`src/rtl/wtb_params.svh`:
```
// Constants for the wide timer byte access block.
`ifndef WTB_PARAMS_SVH
`define WTB_PARAMS_SVH

// ----------------------------------------------------------------------------
// Byte addresses on the 8-bit bus
// ----------------------------------------------------------------------------
`define WTB_ADDR_CNT_LO  3'h0
`define WTB_ADDR_CNT_HI  3'h1
`define WTB_ADDR_CMPA_LO 3'h2
`define WTB_ADDR_CMPA_HI 3'h3
`define WTB_ADDR_CMPB_LO 3'h4
`define WTB_ADDR_CMPB_HI 3'h5
`define WTB_ADDR_CAP_LO  3'h6
`define WTB_ADDR_CAP_HI  3'h7

// ----------------------------------------------------------------------------
// Reset values
// ----------------------------------------------------------------------------
`define WTB_BYTE_RST     8'h00
`define WTB_WORD_RST     16'h0000

`endif

```
`src/rtl/wtb_pkg.sv`:
```
// Types shared by both ends of the wide timer byte access block.
package wtb_pkg;
	// Which 16-bit register a byte address selects.
	typedef enum logic [1:0] {
		WTB_SEL_CNT  = 2'b00,
		WTB_SEL_CMPA = 2'b01,
		WTB_SEL_CMPB = 2'b11,
		WTB_SEL_CAP  = 2'b10
	} wtb_sel_t;

	// Host sequencer states, Gray along the access path.
	typedef enum logic [1:0] {
		WTB_ST_IDLE   = 2'b00,
		WTB_ST_FIRST  = 2'b01,
		WTB_ST_SECOND = 2'b11,
		WTB_ST_DONE   = 2'b10
	} wtb_state_t;
endpackage

```
`src/rtl/wtb_bus_if.sv`:
```
// Byte bus between the processor side and the timer register bank.
`timescale 1ns/10ps
interface wtb_bus_if;
	logic       wr_en;
	logic       rd_en;
	logic [2:0] addr;
	logic [7:0] wdata;
	logic [7:0] rdata;

	modport device (
		input  wr_en,
		input  rd_en,
		input  addr,
		input  wdata,
		output rdata
	);
	modport host (
		output wr_en,
		output rd_en,
		output addr,
		output wdata,
		input  rdata
	);
endinterface

```
`src/rtl/wtb_regs.sv`:
```
// Timer register bank end: 16-bit registers behind an 8-bit byte bus.
`timescale 1ns/10ps
`include "wtb_params.svh"

module wtb_regs
	import wtb_pkg::*;
(
	// Clock and reset
	input  wire logic  ref_clk,
	input  wire logic  reset_n,
	// Processor byte bus
	wtb_bus_if.device  bus,
	// Timer core side
	input  wire logic        cnt_load_en,
	input  wire logic [15:0] cnt_next,
	input  wire logic        cap_event,
	input  wire logic [15:0] cap_in,
	output logic      [15:0] timer_count_value,
	output logic      [15:0] compare_value_a,
	output logic      [15:0] compare_value_b,
	output logic      [15:0] capture_value
);

	// ------------------------------------------------------------------------
	// Decode
	// ------------------------------------------------------------------------
	logic [7:0]  hold_ff;
	logic [7:0]  rdata_ff;
	logic [15:0] cnt_ff;
	logic [15:0] cmpa_ff;
	logic [15:0] cmpb_ff;
	logic [15:0] cap_ff;
	wtb_sel_t    sel;
	wire         is_low   = ~bus.addr[0];
	wire         wr_low   = bus.wr_en & is_low;
	wire         wr_high  = bus.wr_en & ~is_low;
	wire         rd_low   = bus.rd_en & is_low;
	wire         is_cmp   = (sel == WTB_SEL_CMPA) | (sel == WTB_SEL_CMPB);
	wire  [15:0] wr_word  = {hold_ff, bus.wdata};
	logic [15:0] sel_word;

	assign sel = wtb_sel_t'(bus.addr[2:1] ^ {1'b0, bus.addr[2]});

	always_comb begin
		unique case (sel)
			WTB_SEL_CNT:  sel_word = cnt_ff;
			WTB_SEL_CMPA: sel_word = cmpa_ff;
			WTB_SEL_CMPB: sel_word = cmpb_ff;
			WTB_SEL_CAP:  sel_word = cap_ff;
		endcase
	end

	// Compare high bytes come straight from the register; others from hold.
	wire [7:0] nxt_rdata = is_low ? sel_word[7:0] :
		(is_cmp ? sel_word[15:8] : hold_ff);

	// A low-byte read latches the high byte, except for compare registers.
	wire       hold_cap  = rd_low & ~is_cmp;

	// ------------------------------------------------------------------------
	// Holding register and read data
	// ------------------------------------------------------------------------
	always_ff @(posedge ref_clk or negedge reset_n) begin
		if (!reset_n) begin
			hold_ff  <= `WTB_BYTE_RST;
			rdata_ff <= `WTB_BYTE_RST;
		end else begin
			if (wr_high) begin
				hold_ff <= bus.wdata;
			end else if (hold_cap) begin
				hold_ff <= sel_word[15:8];
			end
			if (bus.rd_en) begin
				rdata_ff <= nxt_rdata;
			end
		end
	end

	// ------------------------------------------------------------------------
	// 16-bit registers
	// ------------------------------------------------------------------------
	// A bus write to the counter wins over the timer's own update.
	always_ff @(posedge ref_clk or negedge reset_n) begin
		if (!reset_n) begin
			cnt_ff  <= `WTB_WORD_RST;
			cmpa_ff <= `WTB_WORD_RST;
			cmpb_ff <= `WTB_WORD_RST;
			cap_ff  <= `WTB_WORD_RST;
		end else begin
			if (wr_low && sel == WTB_SEL_CNT) begin
				cnt_ff <= wr_word;
			end else if (cnt_load_en) begin
				cnt_ff <= cnt_next;
			end
			if (wr_low && sel == WTB_SEL_CMPA) begin
				cmpa_ff <= wr_word;
			end
			if (wr_low && sel == WTB_SEL_CMPB) begin
				cmpb_ff <= wr_word;
			end
			if (wr_low && sel == WTB_SEL_CAP) begin
				cap_ff <= wr_word;
			end else if (cap_event) begin
				cap_ff <= cap_in;
			end
		end
	end

	assign bus.rdata         = rdata_ff;
	assign timer_count_value = cnt_ff;
	assign compare_value_a   = cmpa_ff;
	assign compare_value_b   = cmpb_ff;
	assign capture_value     = cap_ff;

endmodule

```
`src/flat_wrapper.sv`:
```
// flat-port wrapper written by rule: the top's interface ports become plain ports
module wtb_regs_flat import wtb_pkg::*;
  (ref_clk, reset_n, cnt_load_en, cnt_next, cap_event, cap_in, timer_count_value, compare_value_a, compare_value_b, capture_value, bus_wr_en, bus_rd_en, bus_addr, bus_wdata, bus_rdata);
  wtb_bus_if bus_i ();
  input  wire logic ref_clk;
  input  wire logic reset_n;
  input  wire logic cnt_load_en;
  input  wire logic [15:0] cnt_next;
  input  wire logic cap_event;
  input  wire logic [15:0] cap_in;
  output logic      [15:0] timer_count_value;
  output logic      [15:0] compare_value_a;
  output logic      [15:0] compare_value_b;
  output logic      [15:0] capture_value;
  input wire logic [$bits(bus_i.wr_en)-1:0] bus_wr_en;
  input wire logic [$bits(bus_i.rd_en)-1:0] bus_rd_en;
  input wire logic [$bits(bus_i.addr)-1:0] bus_addr;
  input wire logic [$bits(bus_i.wdata)-1:0] bus_wdata;
  output wire logic [$bits(bus_i.rdata)-1:0] bus_rdata;
  assign bus_i.wr_en = bus_wr_en;
  assign bus_i.rd_en = bus_rd_en;
  assign bus_i.addr = bus_addr;
  assign bus_i.wdata = bus_wdata;
  assign bus_rdata = bus_i.rdata;
  wtb_regs u_core (.ref_clk(ref_clk), .reset_n(reset_n), .bus(bus_i), .cnt_load_en(cnt_load_en), .cnt_next(cnt_next), .cap_event(cap_event), .cap_in(cap_in), .timer_count_value(timer_count_value), .compare_value_a(compare_value_a), .compare_value_b(compare_value_b), .capture_value(capture_value));
endmodule
```
`config.mk`:
```
export PLATFORM = sky130hd
export DESIGN_NAME = wtb_regs_flat
export DESIGN_NICKNAME = d
export VERILOG_FILES = /design/src/rtl/wtb_pkg.sv /design/src/rtl/wtb_bus_if.sv /design/src/rtl/wtb_regs.sv /design/src/flat_wrapper.sv
export VERILOG_INCLUDE_DIRS = /design/src /design/src/rtl
export SDC_FILE = /design/constraint.sdc
export NUM_CORES = 1
export LEC_CHECK = 0
export ABC_AREA = 1
export BUFFER_PORTS_ARGS = -buffer_cell sky130_fd_sc_hd__buf_2
export CAP_MARGIN = 20
export CORE_ASPECT_RATIO = 1.1
export CORE_MARGIN = 5
export CORE_UTILIZATION = 45
export CTS_CLUSTER_DIAMETER = 60
export DETAILED_ROUTE_END_ITERATION = 8
export GPL_TIMING_DRIVEN = 0
export HOLD_SLACK_MARGIN = 0.15
export MAX_ROUTING_LAYER = met4
export PLACE_DENSITY = 0.71
export SLEW_MARGIN = 40
export SYNTH_ARGS = -nofsm -noshare
export SYNTH_HDL_FRONTEND = slang
export SYNTH_SLANG_ARGS = --single-unit
```
`constraint.sdc`:
```
create_clock -name ref_clk -period 1.8 [get_ports ref_clk]
set_clock_uncertainty 0.1 [all_clocks]
set_input_delay 0.54 -clock ref_clk [delete_from_list [all_inputs] [get_ports ref_clk]]
set_output_delay 0.54 -clock ref_clk [all_outputs]
set_load 0.05 [all_outputs]
```
==> results.json <==
{
  "synth_edf_count": 0,
  "num_rows": 36,
  "syn_inst": 505,
  "cts_tree": "done",
  "hpwl_um": 10300,
  "n_antenna_cell": 0,
  "status": "complete, no violations",
  "grt_overflow_total": 0,
  "max_freq_mhz": 577,
  "core_sq_um": 8830,
  "clk_path_buf_depth": 2,
  "r2r-end": "u_core.bus.rdata[4]",
  "end_kind": "flop",
  "yosysMostFrequentCell": "nand2_1",
  "synthDistinctLibCells": 19,
  "rsz0062_at_grt": "false",
  "path_class": "in2reg",
  "cp.arrival_ns": 1.88,
  "crit_required_ns": 1.94,
  "grt_pass1_wl_um": 20700,
  "startpoint": "bus_addr[1]",
  "synth_area_per_cell_sq_um": 8.03,
  "setup_ws_ns": 0.0667,
  "p_leak_uw": 0.00263,
  "wirelength_um": 13200,
  "track_usage_pct": 25.2,
  "seq_area_frac_synth_pct": 49.4,
  "clk_pin_slew_worst_paths_ns": 0.09,
  "syn_nets": 559,
  "hold_viol": 0,
  "hold_depth": 3,
  "cellPowerDensity_nw_per_um2": 1200,
  "port_buffers": 117,
  "maxCapViolCount": 0,
  "worstPathCellList": "buf_2, inv_2, ha_1, buf_2, inv_2, buf_4, nand2_1, nor2_1, nor2_1, nor2_1, a21oi_1",
  "cp_max_fo": 10,
  "vias_per_cell": 5.35,
  "antenna_found_initial": 0,
  "async_flop_share_pct": 100,
  "routabilityCongestion": 0.880,
  "max_slew_margin_pct": 69.2,
  "drc": 0,
  "preCtsSetupSlack_ns": -0.367,
  "worst_r2r_path_depth": 6,
  "ctsHtreeMaxLevel": 3,
  "io_pins": 121,
  "yosysTopAreaCellShare_pct": 49.4,
  "netlist_top_cells_area": "dfrtp_1 (49%), nand2_1 (13%), nand3_1 (10%)",
  "synth_area_sq_um": 4050,
  "hold_class": "in2reg",
  "die_x_um": 100,
  "ir_drop_mv": 0.494,
  "synthTopCellsByCount": "nand2_1 (142), nand3_1 (83), dfrtp_1 (80), o21ai_0 (39), o211ai_1 (38)",
  "clk_latency_ns": 0.36,
  "cts_root_buffer": "clkbuf_8",
  "power_uw": 6130,
  "min_from": "cnt_next[5]",
  "fin_util_pct": 57.9,
  "final_area_sq_um": 5110,
  "period_needed_ns": 1.73,
  "via_count": 4047,
  "max_stage_delay_ns": 0.18,
  "reg2reg_from": "u_core.compare_value_a[4]",
  "yosys.area.top_type": "dfrtp_1",
  "place_area_sq_um": 4810,
  "antenna_left": 0,
  "synth_seq_cells": 80,
  "drt_iter0_drc": 251,
  "fin_nets": 691,
  "grt_pass1_vias": 4050,
  "reg2reg_slack_ns": 0.59,
  "drive_above_1_share_pct": 27.6,
  "wire_per_inst_um": 17.4,
  "clkSinkCount": 80,
  "start_util_pct": 45.9,
  "die-area_sq_um": 11000,
  "tightest_slew_ns": 0.461,
  "startpoint_type": "input port",
  "whs_endpoint": "u_core.timer_count_value[5]",
  "yosys_warnings": 0,
  "grt_max_degree": 42,
  "period_share_pct": 96.3,
  "drv_slew": 0,
  "die_y_um": 110,
  "setup_viol": 0,
  "crit_path_top_delay_cell": "ha_1",
  "cp_common_cell": "nor2_1",
  "area_delta_synth_final_pct": 26.1,
  "synth_ff_type": "dfrtp_1",
  "cts_made_buffers": 9,
  "drt_pre_antenna_iters": 5
}
flip-flops by register name, indices dropped and copies added (netlist names):
register	flops
u_core.bus.rdata	8
u_core.capture_value	16
u_core.compare_value_a	16
u_core.compare_value_b	16
u_core.hold_ff	8
u_core.timer_count_value	16
critical path: cells and delay by family:
family                     cells  cell delay (ns)
AOI/OAI and AO/OA              1             0.09
and+or+nand+nor                4             0.41
adders and majority gates      1             0.18
buffers and inverters          5             0.65
placed cells by master, fill, tap and decap left out, types with 5 or more instances in the layout:
cell type	n
a21oi_1	16
buf_2	135
buf_4	9
clkbuf_1	5
clkbuf_8	10
dfrtp_1	80
ha_1	5
inv_1	19
inv_2	6
nand2_1	141
nand3_1	83
nor2_1	35
o211ai_1	38
o21ai_0	39
worst max-delay path by stage:
stage,endpoint,slack (ns),depth (start not counted)
6_report,u_core.bus.rdata[4],0.07,11
5_1_grt,u_core.capture_value[14],0.003,7
4_1_cts,u_core.bus.rdata[4],0.003,11
3_5_place_dp,u_core.bus.rdata[4],-0.37,11
3_3_place_gp,u_core.capture_value[12],-0.51,1
2_1_floorplan,u_core.hold_ff[0],0.0001,9
power by group:
group / leakage [uW] / total [uW] / switching [uW] / internal, uW
clock network: 0.000136 / 1800 / 704 / 1100
logic: 0.00150 / 2010 / 1530 / 479
registers: 0.000989 / 2320 / 242 / 2080
total: 0.00263 / 6130 / 2470 / 3650
repair_timing:
item / 4_1_cts / 5_1_grt
hold buffers: 1 / 0
resized for setup: 0 / 4
setup buffers: 0 / 2
endpoints found under the setup margin: 0 / 12
hold endpoints to repair: 39 / 0
kinds of logic after synthesis:
kind of cell	share of synthesized area, %
flip-flops	49.4
AND/OR/NAND/NOR	27.4
AO/OA/AOI/OAI	14.3
buffers and inverters	7.41
adder cells (fa/ha/maj)	1.54
area by class of cell:
type	instances	area [sq um]
Clock buffer	10	138
Tap cell	114	143
Fill cell	883	3720
Inverter	26	100
Buffer	35	205
Multi-Input combinational cell	364	1760
Clock inverter	6	130
Timing Repair Buffer	121	637
Sequential cell	80	2000
layer usage:
layer	vias to the layer above	GRT usage (%)	routed length, um	share of wire, %
li1	1966	-	-	-
met1	1893	31.1	5530	42
met2	169	42.0	6490	49
met3	19	4.19	903	6.9
met4	0	8.85	252	1.9
met5	-	-	0	0
per-stage QoR:
| step | TNS [ns] | hold WS (ns) | cells |
|---|---|---|---|
| 4_1_cts | 0 | 0.321 | 754 |
| 3_5_place_dp | -8.82 | 0.375 | 737 |
| 2_1_floorplan | 0 | 0.144 | 505 |
| 3_3_place_gp | -48.08 | 0.386 | 736 |
| 6_report | 0 | 0.333 | 756 |
| 5_1_grt | 0 | 0.344 | 756 |
(Power assumes the default switching activity.)
